**src/vga_status_cfg.svh**
```systemverilog
// constants for the vga input status register block
// Operation
// [RULE1] direct CPU access, no index step
// [RULE2] status zero bit 7 always zero
// [RULE3] status zero bits 6:5, 3:0 zero
// [RULE4] status zero bit 4 always one
// [RULE5] status one address follows colour/mono mode
// [RULE6] status one bits 7:6 read zero
// [RULE7] bits 5:4 show selected palette colour bits
// [RULE8] bit 3 set during vertical retrace
// [RULE9] retrace taken from pixel generator timing
// [RULE10] VGA disabled: retrace from assigned pipe
// [RULE11] no retrace interrupt from legacy bits
// [RULE12] horizontal retrace is whole non-active line part
// [RULE13] vertical retrace spans non-active lines
// [RULE14] bit 0 set during any blanking
// [RULE15] CPU uses 8/16-bit aligned accesses only
// [RULE16] writes ignored, reads have no side effect
`ifndef VGA_STATUS_CFG_SVH
`define VGA_STATUS_CFG_SVH
`define STATUS_ZERO_ADDR 16'h03c2
`define STATUS_ONE_MONO_ADDR 16'h03ba
`define STATUS_ONE_COLOUR_ADDR 16'h03da
`define STATUS_ZERO_VALUE 8'h10
`define STATUS_RESET_VALUE 8'h00
`define MISC_COLOUR_BIT 0
`define PLANE_SEL_LSB 4
`define VRETRACE_BIT 3
`define BLANK_BIT 0
`endif

```
**src/vga_status_pkg.sv**
```systemverilog
// types shared by the vga input status block
package vga_status_pkg;
    // timing seen by the status logic
    typedef struct packed {
        logic hActive;
        logic vActive;
    } video_timing_t;
    // cpu i/o request
    typedef struct packed {
        logic rd;
        logic wr;
        logic [15:0] addr;
    } io_req_t;
endpackage : vga_status_pkg

```
**src/vga_input_status_regs.sv**
```systemverilog
// vga input status registers zero and one
`timescale 1ns/1ps
`default_nettype none
`include "vga_status_cfg.svh"
module vga_input_status_regs (
    // clock and reset
    input wire logic clk,
    input wire logic resetn,
    // cpu i/o port
    input wire vga_status_pkg::io_req_t ioReq,
    output logic [7:0] rdData,
    output logic rdHit,
    // configuration from other vga registers
    input wire logic [7:0] miscOutput,
    input wire logic [7:0] colourPlaneEnable,
    input wire logic vgaDisable,
    // timing from the vga pixel generator and from the assigned pipe
    input wire vga_status_pkg::video_timing_t pixGenTiming,
    input wire vga_status_pkg::video_timing_t pipeTiming,
    input wire logic [7:0] paletteColour
);
    logic [7:0] statusOne_next;
    logic [7:0] rdData_next;
    logic rdHit_next;
    logic [1:0] feedback;
    vga_status_pkg::video_timing_t timing;
    logic vRetrace;
    logic hRetrace;
    wire colourMode = miscOutput[`MISC_COLOUR_BIT];
    wire [15:0] oneAddr = colourMode ? `STATUS_ONE_COLOUR_ADDR : `STATUS_ONE_MONO_ADDR; // [RULE5]
    wire hitZero = ioReq.rd && (ioReq.addr == `STATUS_ZERO_ADDR); // [RULE1]
    wire hitOne = ioReq.rd && (ioReq.addr == oneAddr); // [RULE1] [RULE5]

    // timing source: pixel generator, not the sent sync; pipe when vga off
    assign timing = vgaDisable ? pipeTiming : pixGenTiming; // [RULE9] [RULE10]
    // retrace means any non-active span, not just the sync pulse
    assign vRetrace = ~timing.vActive; // [RULE13]
    assign hRetrace = ~timing.hActive; // [RULE12]

    video_feedback_mux feedbackMux (
        .colour(paletteColour),
        .planeSel(colourPlaneEnable[`PLANE_SEL_LSB +: 2]),
        .feedback(feedback)
    );

    // status one: reserved zero, feedback, retrace, blanking; no irq path exists
    assign statusOne_next = {2'b00, feedback, vRetrace, 2'b00,
                             hRetrace | vRetrace}; // [RULE6] [RULE7] [RULE8] [RULE14] [RULE11]

    // read decode; writes never touch anything
    assign rdHit_next = hitZero | hitOne; // [RULE16]
    assign rdData_next = hitZero ? `STATUS_ZERO_VALUE
                       : hitOne ? statusOne_next : 8'h00; // [RULE2] [RULE3] [RULE4]

    // status taken live in the request cycle; only the answer is registered,
    // so a read never sees a value older than one clock
    always_ff @(posedge clk) begin
        if (!resetn) begin
            rdData <= `STATUS_RESET_VALUE;
            rdHit <= 1'b0;
        end else begin
            rdData <= rdData_next;
            rdHit <= rdHit_next;
        end
    end

    zero_const_a: assert property (@(posedge clk) disable iff (!resetn)
        hitZero |=> rdHit && rdData == 8'h10) else $error("status zero value wrong"); // [RULE2]
    one_reserved_a: assert property (@(posedge clk) disable iff (!resetn)
        hitOne && !hitZero |=> rdData[7:6] == 2'b00 && rdData[2:1] == 2'b00)
        else $error("status one reserved bits set"); // [RULE6]
    vretrace_a: assert property (@(posedge clk) disable iff (!resetn)
        hitOne && !hitZero |=> rdData[3] == $past(vRetrace)) else $error("retrace bit wrong"); // [RULE8]
    blank_a: assert property (@(posedge clk) disable iff (!resetn)
        hitOne && !hitZero |=> rdData[0] == ($past(hRetrace) | $past(vRetrace)))
        else $error("blank bit wrong"); // [RULE14]
    pipe_source_a: assert property (@(posedge clk) disable iff (!resetn)
        vgaDisable |-> vRetrace == ~pipeTiming.vActive) else $error("pipe source wrong"); // [RULE10]
    pixgen_source_a: assert property (@(posedge clk) disable iff (!resetn)
        !vgaDisable |-> vRetrace == ~pixGenTiming.vActive) else $error("pixgen source wrong"); // [RULE9]
    mono_addr_a: assert property (@(posedge clk) disable iff (!resetn)
        ioReq.rd && !colourMode && ioReq.addr == 16'h03da |=> !rdHit) else $error("mono decode"); // [RULE5]
    write_ignore_a: assert property (@(posedge clk) disable iff (!resetn)
        !ioReq.rd |=> !rdHit && rdData == 8'h00) else $error("write produced data"); // [RULE16]
    feedback_a: assert property (@(posedge clk) disable iff (!resetn)
        hitOne && !hitZero |=> rdData[5:4] == $past(feedback)) else $error("feedback wrong"); // [RULE7]
    write_only_a: assert property (@(posedge clk) disable iff (!resetn)
        ioReq.wr && !ioReq.rd |=> !rdHit && rdData == 8'h00) else $error("write answered"); // [RULE16]
    colour_miss_a: assert property (@(posedge clk) disable iff (!resetn)
        ioReq.rd && colourMode && ioReq.addr == 16'h03ba |=> !rdHit) else $error("colour decode"); // [RULE5]
    colour_hit_a: assert property (@(posedge clk) disable iff (!resetn)
        ioReq.rd && colourMode && ioReq.addr == 16'h03da |=> rdHit) else $error("colour hit lost"); // [RULE5]
    reset_idle_a: assert property (@(posedge clk)
        !resetn |=> !rdHit && rdData == 8'h00) else $error("reset answer not idle"); // [RULE16]
    cov_blank_c: cover property (@(posedge clk) hitOne && hRetrace && !vRetrace);
    cov_zero_c: cover property (@(posedge clk) hitZero);
    cov_colour_c: cover property (@(posedge clk) hitOne && colourMode && vRetrace);
    cov_pipe_c: cover property (@(posedge clk) hitOne && vgaDisable);
endmodule : vga_input_status_regs
`default_nettype wire

```
**src/video_feedback_mux.sv**
```systemverilog
// selects two of eight palette colour bits for video feedback
`timescale 1ns/1ps
`default_nettype none
module video_feedback_mux (
    // palette path
    input wire logic [7:0] colour,
    input wire logic [1:0] planeSel,
    // selected pair
    output logic [1:0] feedback
);
    // select picks bit pairs 0/4, 1/5, 2/6, 3/7 as on legacy parts
    assign feedback = {colour[{1'b1, planeSel}], colour[{1'b0, planeSel}]}; // [RULE7]
endmodule : video_feedback_mux
`default_nettype wire
```
**config.mk**
```make
export PLATFORM = sky130hd
export DESIGN_NAME = vga_input_status_regs
export DESIGN_NICKNAME = d
export VERILOG_FILES = /design/src/vga_status_pkg.sv /design/src/vga_input_status_regs.sv /design/src/video_feedback_mux.sv
export VERILOG_INCLUDE_DIRS = /design/src
export SDC_FILE = /design/constraint.sdc
export NUM_CORES = 1
export LEC_CHECK = 0
export BUFFER_PORTS_ARGS = -buffer_cell sky130_fd_sc_hd__buf_4
export CORE_MARGIN = 4
export CORE_UTILIZATION = 26
export CTS_CLUSTER_DIAMETER = 50
export DETAILED_ROUTE_END_ITERATION = 16
export PLACE_DENSITY = 0.77
export SYNTH_ARGS = -nofsm -noshare
export SYNTH_HDL_FRONTEND = slang
export SYNTH_SLANG_ARGS = --single-unit
```
**constraint.sdc**
```tcl
create_clock -name clk -period 1.4 [get_ports clk]
set_input_delay 0.21 -clock clk [delete_from_list [all_inputs] [get_ports clk]]
set_output_delay 0.21 -clock clk [all_outputs]
set_load 0.02 [all_outputs]
```
# Yosys cells after proc, flatten, opt, wreduce, memory -nomap -nowiden
# Index checks and enable logic that the tools add are counted.
[word_totals]
word_cells = 26
inputBits = 49
register_bits = 9
[classes]
muxes = 8
reduce_logical = 4
n_lt_le_gt_ge = 2
n_bitwise = 6
n_eq_ne = 2
[ops]
columns = ["op", "count"]
rows = [
  ["16-bit by 10-bit equality test with 1-bit output", 1],
  ["16-bit by 10-bit equality test with 1-bit output (second input constant)", 1],
  ["5-bit 2-to-1 mux", 2],
  ["7-bit 2-to-1 mux", 1],
  ["1-bit binary-select mux with 2-bit select", 2],
  ["2-bit by 4-bit less-than comparator with 1-bit output (second input constant)", 1],
  ["3-bit by 4-bit less-than comparator with 1-bit output (second input constant)", 1],
  ["1-bit NOT", 4],
  ["3-bit OR reduction", 1],
  ["1-bit logical AND", 2],
  ["1-bit 2-to-1 mux", 2],
  ["2-bit 2-to-1 mux", 1],
  ["1-bit bitwise OR", 2],
  ["2-bit OR reduction", 1],
]

# Longest topological paths before layout
# Gate-level depths: netlist (run 1).
[depth]
ltp_word = 5
ltp_mapped = 3
depth_no_buf = 3

# Hierarchy
# Synthesis (run 1) repeated with hierarchy kept, for this count alone.
[hier_totals]
cells_unflattened = 30
area_unflattened_um2 = 364.1
[modules_own_cells]
columns = ["mod", "area_per_inst_um2", "seq_area_each_um2", "cells_per_inst", "instances"]
rows = [
  ["vga_input_status_regs", 311.5, 100.1, 28, 1],
  ["video_feedback_mux", 52.6, 0.0, 2, 1],
]

# Worst setup path before layout (run 1)
# OpenSTA, ideal clock, no wires.
[synth_path]
path_kind = "input port to flip-flop"
start = "in ioReq[10] (netlist name)"
end = "reg rdData[3]"
arrival_time_ns = 0.997
stages = 3
t_required_ns = 1.296
setup_time_ns = 0.104
path_buffers = 0
setup_slack_ns = 0.299
cell_sequence = "nor4b_2 > nand4_2 > a2111oi_2"
[synth_via]
elab_chain_len = 4
[synth_lines]
columns = ["element", "line_no", "source"]
rows = [
  ["from (decl)", "vga_input_status_regs.sv:10", "input wire vga_status_pkg::io_req_t ioReq,"],
  ["16-bit by 10-bit equality test with 1-bit output", "vga_input_status_regs.sv:32", "wire hitOne = ioReq.rd && (ioReq.addr == oneAddr);"],
  ["1-bit logical AND", "vga_input_status_regs.sv:32", ""],
  ["1-bit NOT (no source line)", "--", ""],
  ["3-bit OR reduction (no source line) *", "--", ""],
  ["to (signal assigned)", "vga_input_status_regs.sv:59", "rdData <= `STATUS_RESET_VALUE;"],
  ["to (signal assigned)", "vga_input_status_regs.sv:62", "rdData <= rdData_next;"],
  ["to (decl)", "vga_input_status_regs.sv:11", "output logic [7:0] rdData,"],
]
# Mark *: on every way between the ends. The rest lies on a longest branch, timed or not.
# A chain may end at the register's enable or synchronous reset.

# Worst setup path in the final report (run 1)
# Same ends and word-level chain as after synthesis.

==> flow_results.org, run 1 <==
** Floorplan
- The floorplan step set the die width to 44.2 um.
- After floorplanning, the core was sized to cover 1170 um^2.
- I/O pin count :: 58
- In this run the vertical extent of the chip is 44.2 um.
- The floorplan has 12 rows.
- The floorplan step defined a die boundary enclosing 1950 um^2.
- The initial utilization of the core area, before any placement, comes to 29.1%.

** Synthesis
- Each instance of the synthesized netlist takes up on average 11.7 um^2.
- Synthesis instantiated 16 different standard cells from the library.
- Counting flops and latches in the post-synthesis netlist gives 5.
- The largest total area in the synthesized netlist belongs to dfxtp_1.
- In this run the cell area of the synthesized design comes to 340 um^2.
- The share of synthesized area in the top cell type comes to 29.4%.
- Portion of the post-synthesis area used by sequential elements :: 29.4%
- Gate count of the mapped netlist :: 29
- Yosys printed 0 warnings.
- Largest cells by area after synthesis :: dfxtp_1, mux4_2, a2111oi_2, buf_4, and4bb_2

** Global routing
- The via count of the first global-routing pass came to 360.
- Overall fraction of global-route tracks in use :: 9.49%
- Pin count of the biggest net entering global routing :: 6
- Wire length of the first global-routing pass :: 1390 um
- Total grt overflow :: 0
- Initial antenna violation count :: 0

** STA
- Crit path time final :: 1.07 ns
- Setup violations remaining at the end of the flow were counted as 0.
- Final count of hold timing violations :: 0
- Max Fclk :: 937 MHz
- Setup repair after global routing left no endpoint under its margin.
- Accumulated negative setup slack :: 0 ns
- The max-slew violation count came to 0.
- Post-route fraction of the period consumed by the critical path :: 76.2%

** Status
- The run finished with clean final reports.

** Power and ir drop
- IR analysis of the VDD net gives a maximum drop of 0.242 mV.
- Net switching power of the design :: 0.0885 mW
- Net switching fraction of the power :: 21.2%
- Cell internal pwr :: 0.328 mW
- Leakage power :: 0.316 nW
- In this run the power density over the cells is 633 nW/um^2.
- In this run, flip-flops and latches consume 34.3% of the power.
- Clock Power Share :: 38.7%
- Combinational group share of total power :: 27.0%

** Run
- Max_cap viols :: 0

** Clock network
- In this run the deepest clock path goes through 2 buffers.
- Clock-pin slew was measured on the worst setup and hold paths at 0.04 ns.
- After clock tree synthesis, the flow added hold-fix buffers numbering 0.
- TritonCTS built the clock tree.
- Cells resized by post-CTS repair :: 0
- The cell sitting at the root of the clock tree is a clkbuf_4.
- In this run the post-CTS setup repair buffer count came out at 0.
- CTS Buf Count :: 3
- Clk sinks :: 5
- H-tree levels :: 1

** Detailed routing
- After detailed routing, the average wire length per cell comes to 11.2 um.
- Final wirelength :: 954 um
- For this run, the detailed router's first-pass iteration total came to 2.
- DR vias/cell :: 4.73
- Vias after detailed routing :: 402
- DRC :: 0
- In this run, the number of DRC markers left after iteration 0 of detailed routing was 1.
- Remaining antenna violation count :: 0

** Cells and area
- Number of inserted diodes :: 0
- Footprint of the multi-input gates :: 221 um^2
- Final Util :: 56.2%
- # nets final :: 121
- Register area :: 100 um^2
- Area Growth Syn to Fin :: 93.4%
- Share of final-layout standard cells stronger than drive strength 1 :: 70.4%
- After filler insertion, the fill cell instance count of the layout stands at 117.

** Setup path
- STA puts the critical path data arrival time at 1.20 ns.
- Data required time at the worst endpoint :: 1.53 ns
- Capturing element type of the critical path :: register
- WS Path Type :: in -> reg
- STA classifies the critical path startpoint as an input port.
- Biggest fanout along the worst timing path :: 5

** Placement
- Routability-driven placement finished with a final weighted congestion of 0.625.
- Final HPWL from detailed placement :: 860 um
- Count of port buffers added during placement :: 39

** Min path
- Worst hold path type :: in -> reg
==> metrics by stage <==
stage	cell area, um^2	setup slack, ns	std cells	power [mW]	hold WS [ns]
after global routing	658	0.306	85	0.444	0.148
after floorplan	352	0.299	32	0.189	0.303
after global placement	632	0.0792	81	0.257	0.406
after CTS	658	0.305	85	0.426	0.150
final	658	0.333	85	0.417	0.158
after detailed placement	632	0.0530	81	0.258	0.403
==> cell usage after synthesis (all sizes together) <==
cell     number
conb          1
nor3b         2
a2111oi       2
nor2b         2
o211ai        1
and3          1
o2111ai       1
mux4          2
nor4b         1
nand4         1
or4b          1
and3b         1
dfxtp         5
buf           4
a21oi         2
and4bb        2
==> layout by cell type, fill, tap and decap left out, drive strengths merged, types with 2 or more instances in the layout <==
cell     Yosys  routed
nor2b        2       2
conb         1       4
a2111oi      2       2
dfxtp        5       5
mux4         2       2
and4bb       2       2
nor3b        2       2
clkbuf       0       4
a21oi        2       2
buf          4      39
==> state kept, by name, indices dropped and copies added (netlist names) <==
register,flops
rdData,4
rdHit,1
==> power groups by stage <==
| stage | clock network, mW | registers, mW | logic, mW |
|---|---|---|---|
| 2_1_floorplan | 0 | 0.145 | 0.0431 |
| 4_1_cts | 0.170 | 0.143 | 0.113 |
| 3_5_place_dp | 0 | 0.145 | 0.113 |
| 3_3_place_gp | 0 | 0.145 | 0.111 |
| 5_1_grt | 0.179 | 0.143 | 0.122 |
| 6_report | 0.161 | 0.143 | 0.113 |
==> path summary, 6_finish.rpt <==
| path | from | endpoint | slack [ns] | depth (start not counted) |
|---|---|---|---|---|
| worst max-delay path | ioReq[10] | rdData[3] | 0.33 | 4 |
| worst min-delay path | pixGenTiming[1] | rdData[0] | 0.16 | 2 |
==> routing by layer <==
layer / routed length [um] / track usage, % / vias to the layer above / share of wire (%)
li1: - / - / 195 / -
met1: 350 / 10.0 / 178 / 37
met2: 467 / 15.4 / 29 / 49
met3: 136 / 4.47 / 0 / 14
met4: 0 / 5.42 / 0 / 0
met5: 0 / 0 / - / 0
==> cell families after synthesis <==
group / Yosys count / share of synthesized area (%)
AOI/OAI and AO/OA: 6 / 16.5
buffers and inverters: 4 / 8.82
DFF: 5 / 29.4
muxes: 2 / 13.2
other: 1 / 1.10
and+or+nand+nor: 11 / 30.9
==> final cells by class <==
class	instances	area share [%]
clock buffers	4	3.99
multi-input cells	23	33.7
flip-flops and latches	5	15.2
well taps	14	2.66
repair buffers	39	44.5
==> critical path: stages <==
cell and delay, ns:
buf_4 0.11, nor4b_2 0.29, nand4_2 0.22, a2111oi_2 0.37
Note: power is estimated with default switching activity, not from simulation.
==> run 2: changes to the inputs <==
==> constraint.sdc (replaced) <==
create_clock -name clk -period 1.1 [get_ports clk]
set_input_delay 0.165 -clock clk [delete_from_list [all_inputs] [get_ports clk]]
set_output_delay 0.165 -clock clk [all_outputs]
set_load 0.02 [all_outputs]
==> run 2 against run 1 <==
Sequential power rose by 27%. Worst hold slack got worse by 0.052 ns. Sequential share of layout area fell by 0.17 points. First-iteration DRC count rose to 3.0 times the previous value. Via count rose by 0.25%. Largest cell class unchanged. Largest power group unchanged.
==> flow_results.org, run 2 (synthesis gave the netlist of run 1 again) <==
** STA
- Accumulated negative setup slack :: 0 ns
- Crit path time final :: 0.948 ns
- Setup violations remaining at the end of the flow were counted as 0.
- For this run, the top clock speed supported by timing is 1050 MHz.
- Number of slew-limit violations in the final report :: 0
- Dividing the final minimum period by the clock period gives 86.2%.
- Setup repair after global routing missed its margin :: false
- The final count of hold timing violations came to 0.

** Power and ir drop
- Clock Power Share :: 38.9%
- IR drop worst, VDD :: 0.302 mV
- Cell internal pwr :: 0.418 mW
- Combinational logic burns 26.9% of the power.
- Summed over all nets, the switching power comes to 0.115 mW.
- PnR Total Power :: 0.533 mW
- In this run the static leakage power is 0.320 nW.
- Net switching fraction of the power :: 21.5%
- Register share of total power :: 34.2%
- Dividing total power by cell area gives a power density of 800 nW/um^2.

** Setup path
- Type of origin of the critical path :: input port
- Capturing element type of the critical path :: register
- In this run the worst path has a maximum fanout of 3.
- Traced cell by cell, the critical path runs through buf_4 -> nor4b_2 -> nand4_2 -> a2111oi_2.
- The number of buffers and inverters on the critical path is 1.
- The critical path is of the in -> reg type.
- Critical path's largest stage delay :: 0.34 ns
- For this design, the slowest cell found on the critical path is a2111oi_2.
- Broken down by cell family, the worst path's largest delay share belongs to simple AND/OR/NAND/NOR gates.
- Data arrival time of the critical path :: 1.09 ns
- Data required time at the worst endpoint :: 1.24 ns

** Clock network
- Clock tree synthesis selected as its root buffer the cell clkbuf_4.
- Post-CTS repair changed the size of 0 cells.
- After clock tree synthesis, the flow added hold-fix buffers numbering 0.
- CTS Buf Count :: 3
- The clock passes through at most 2 buffers.
- The clock drives 5 sinks.
- H-tree levels :: 1
- CTS tree :: done
- Register clock-pin slew on the reported worst setup and hold paths :: 0.04 ns
- Total setup buffers inserted after CTS :: 0

** Detailed routing
- Once detail routing completed, the nets flagged for antenna violations numbered 0.
- After detailed routing, the average wire length per cell comes to 11.0 um.
- DRC :: 0
- Iteration-0 DRC count of the detailed router :: 3
- Number of iterations in the first detailed-routing pass :: 2
- Across all layers, the routed design uses 403 vias.
- After detailed routing, the number of vias per cell comes to 4.69.
- Summed over all layers, the routed wires come to 945 um.

** Cells and area
- Leaving out fill and tap cells, the most frequent cells in the layout are buf_4, dfxtp_1, conb_1.
- Final Util :: 56.8%
- Number of flip-flops under the largest register name :: 4
- The largest registers in the layout are rdData (4), rdHit (1).
- The area growth from synthesis to layout is 95.6%.
- The register with the most flip-flops in the final layout is rdData.
- In the final layout, the share of cells above drive strength 1 is 70.8%.
- Number of inserted diodes :: 0
- For this run, the number of standard cells in the final layout without fillers is 86.
- For this run, the post-layout net count is 122.
- Fin area :: 666 um^2
- Most common cell after layout, fill and taps aside :: buf_4

** Status
- Run status :: finished, final reports clean

** Global routing
- The total overflow left after global routing is 0.
- Via count of the first global-routing pass :: 351
- The initial antenna violation count was 0.
- Wire length of the first global-routing pass :: 1350 um
- Pin count of the biggest net entering global routing :: 5
- In the global route stage, overall resource usage came out at 9.49%.

** Floorplan
- Core outline area :: 1170 um^2
- In this run the count of I/O pins placed on the die edge is 58.
- Die X :: 44.2 um
- The floorplan step defined a die boundary enclosing 1950 um^2.
- Row generation in the floorplan step produced 12 rows.
- Die outline height :: 44.2 um
- Initial Util :: 29.1%

** Placement
- Input and output buffers added on the ports amount to 39.
- At the end of routability-driven placement, the weighted congestion stood at 0.632.
- Area of placed instances :: 639 um^2
- Once placement completed, the tool counted placed cells totaling 82.

** Run
- Max-cap violations in this run came to 0.

** Min path
- Worst hold path type :: in -> reg
run 2: cell types whose count changed in the layout (fill, tap and decap cells not counted):
cell,change
buf_4,+1
run 2: power groups by stage:
stage	clock [mW]	sequential (mW)	combinational, mW
6_report	0.207	0.182	0.144
3_3_place_gp	0	0.185	0.142
4_1_cts	0.217	0.182	0.144
2_1_floorplan	0	0.185	0.0549
3_5_place_dp	0	0.185	0.144
5_1_grt	0.218	0.182	0.155
run 2: worst paths after layout:
check	startpoint	to	slack (ns)	cells past startpoint
setup / recovery	ioReq[10]	rdData[3]	0.15	4
hold / removal	pixGenTiming[1]	rdData[0]	0.11	2
run 2: area by class of cell:
class,count,area (um^2)
fill,117,505
timing repair buffer,40,300
clock buffer,4,26.3
multi-input combinational,23,221
sequential,5,100
tap,14,17.5
run 2: layer usage:
layer	part of all wire [%]	track usage, %
met1	33	9.27
met4	3.3	9.04
met5	0	0
met2	48	15.1
met3	16	3.66
run 2: stage by stage:
| step | worst slack [ns] | hold WS [ns] |
|---|---|---|
| floorplan | 0.0440 | 0.258 |
| global placement | -0.128 | 0.358 |
| detailed placement | -0.107 | 0.358 |
| CTS | 0.146 | 0.103 |
| global route | 0.0491 | 0.109 |
| finish | 0.152 | 0.106 |
==> run 3: changes to the inputs <==
--- a/config.mk
+++ b/config.mk
@@ -7,7 +7,7 @@
 export NUM_CORES = 1
 export LEC_CHECK = 0
 export BUFFER_PORTS_ARGS = -buffer_cell sky130_fd_sc_hd__buf_4
-export CORE_MARGIN = 4
+export CORE_MARGIN = 2
 export CORE_UTILIZATION = 26
 export CTS_CLUSTER_DIAMETER = 50
 export DETAILED_ROUTE_END_ITERATION = 16
==> constraint.sdc (replaced) <==
create_clock -name clk -period 1 [get_ports clk]
set_input_delay 0.15 -clock clk [delete_from_list [all_inputs] [get_ports clk]]
set_output_delay 0.15 -clock clk [all_outputs]
set_load 0.02 [all_outputs]
==> run 3 against run 2 <==
Core utilization down 3.9 points. Die area down 17%. Combinational power up 13%. Global-route usage is 2.0 points higher. First-iteration DRC count shrank 67%. Setup slack worse by 0.015 ns. Wire length down 6.3%. Worst hold slack worse by 0.013 ns. Total power increased by 11%. Clock-buffer cell count is the same. Largest cell class unchanged.
==> flow_results.org, run 3 (synthesis gave the netlist of run 1 again) <==
** STA
- The worst path in the final design needs a cycle of 0.863 ns, including I/O delays and setup.
- Derived from the worst setup path, the maximum achievable clock frequency is 1160 MHz.
- Setup repair after global routing missed its margin :: false
- Hold is met by 0.0930 ns.
- Post-route fraction of the period consumed by the critical path :: 86.3%
- The max-slew violation count came to 0.
- Number of setup violations in the final report :: 0
- Final count of hold timing violations :: 0

** Setup path
- Type of origin of the critical path :: input port
- In this run the worst path has a maximum fanout of 4.
- The critical path crosses 4 cells after its start point.
- Traced cell by cell, the critical path runs through buf_4 -> nor3b_2 -> o211ai_1 -> a2111oi_2.
- CP top delay family :: compound AO/OA/AOI/OAI gates
- The setup path with the least slack is of type in -> reg.
- For the worst setup path, the data arrival time is 1.00 ns.
- On the worst path, the slowest cell contributes a delay of 0.31 ns.
- Data required time at the worst endpoint :: 1.14 ns
- The worst setup path is captured at a register.
- Cell with the largest stage delay on the worst path :: a2111oi_2
- Number of buffers and inverters on the critical path :: 1

** Cells and area
- Top library cells by usage in the layout, fill and taps aside :: buf_4, dfxtp_1, conb_1
- Largest register by flop count :: rdData
- For this run, the post-layout net count is 122.
- Most common cell after layout, fill and taps aside :: buf_4
- Area Growth Syn to Fin :: 97.4%
- Number of flip-flops under the largest register name :: 4
- Cells with a size suffix above 1 make up 72.2% of the layout.
- Summing all flip-flop and latch instances after layout gives 100 um^2.
- Cells fill 53.0% of the core in the end.
- # fillers :: 115
- Registers with the most flip-flops :: rdData (4), rdHit (1)
- Footprint of the multi-input gates :: 226 um^2
- Number of inserted diodes :: 0
- After routing the design area is 672 um^2.

** Status
- The flow ran to the end, and the final reports show no timing, DRC or antenna violations.

** Floorplan
- The die covers 1610 um^2.
- I/O pin count :: 58
- Core outline area :: 1270 um^2
- Once the floorplan was initialized, standard cells occupied 26.8% of the core.
- After floorplanning, the core was divided into 13 placement rows.
- From bottom edge to top edge, the die measures 40.2 um.
- Die X :: 40.2 um

** Global routing
- GRT met2 Usage :: 22.6%
- The first global-routing pass estimated 1170 um of wire.
- Global routing finished with a remaining overflow of 0.
- In the global route stage, met3 resource usage came out at 3.89%.
- The global routing stage identified its most utilized layer as met2.
- Via count of the first global-routing pass :: 351
- Pin count of the biggest net entering global routing :: 6
- The initial antenna violation count came to 0.
- Global routing consumed, on the met1 layer, 8.08% of the routing resources.
- Overall fraction of global-route tracks in use :: 11.5%

** Power and ir drop
- In this run the static leakage power is 0.319 nW.
- Total power divided by cell area :: 881 nW/um^2
- IR drop worst, VDD :: 0.336 mV

** Detailed routing
- Final wirelength :: 885 um
- Routed length per instance :: 10.2 um
- Remaining antenna violation count :: 0
- Iteration-0 DRC count of the detailed router :: 1
- DR vias/cell :: 4.69
- Before antenna repair, the detailed router went through 4 iterations.
- Vias after detailed routing :: 408
- For this run, design rule violations remaining after detail routing come to 0.

** Clock network
- In this run the post-CTS setup repair buffer count came out at 0.
- Hold repair after CTS inserted 0 buffers.
- Cells resized by post-CTS repair :: 0
- CTS tree :: done
- Clk sinks :: 5
- The longest clock path from root to sink contains 2 buffers.
- Root Buffer :: clkbuf_4
- In this run the number of H-tree levels came out at 1.
- Register clock-pin slew on the reported worst setup and hold paths :: 0.04 ns
- CTS Buf Count :: 3

** Placement
- The wire-length estimate of the detail-placed layout is 775 um.
- Count of port buffers added during placement :: 39
- Routability-driven placement finished with a final weighted congestion of 0.695.
- Once placement finished, the instance area stood at 641 um^2.

** Run
- Max_cap viols :: 0

** Min path
- Worst hold path type :: in -> reg
- The worst hold path passes through 2 cells.
## run 3: cell counts in the layout (fill, tap and decap cells not counted)
No cell type changed its count.
## run 3: power breakdown
group	leakage, nW	internal, mW	switching, mW	total [mW]
clock	0.0150	0.150	0.0775	0.228
sequential	0.0402	0.200	0.000000350	0.200
combinational	0.264	0.112	0.0515	0.163
total	0.319	0.463	0.129	0.592
## run 3: through the flow
stage | std cells | setup TNS (ns) | setup slack, ns | power, mW
after floorplan | 32 | 0 | 0.0563 | 0.264
after global placement | 83 | -0.530 | -0.156 | 0.362
after detailed placement | 83 | -0.561 | -0.174 | 0.365
after CTS | 87 | 0 | 0.0642 | 0.602
after global routing | 87 | 0 | 0.0637 | 0.626
final | 87 | 0 | 0.137 | 0.592
## run 3: path summary, 6_finish.rpt
check / to / start / slack [ns]
worst min-delay path: rdData[0] / pixGenTiming[1] / 0.09
worst max-delay path: rdData[0] / ioReq[6] / 0.14
## run 3: final cells by class
type	instances	area share (%)
timing repair buffer	40	44.7
multi-input combinational	23	33.7
clock buffer	4	3.91
sequential	5	14.9
tap	15	2.79
## run 3: metal layers
layer  vias up  routed length [um]
met3         2                 120
li1        197                   -
met5         -                   0
met2        30                 516
met1       179                 244
met4         0                   4
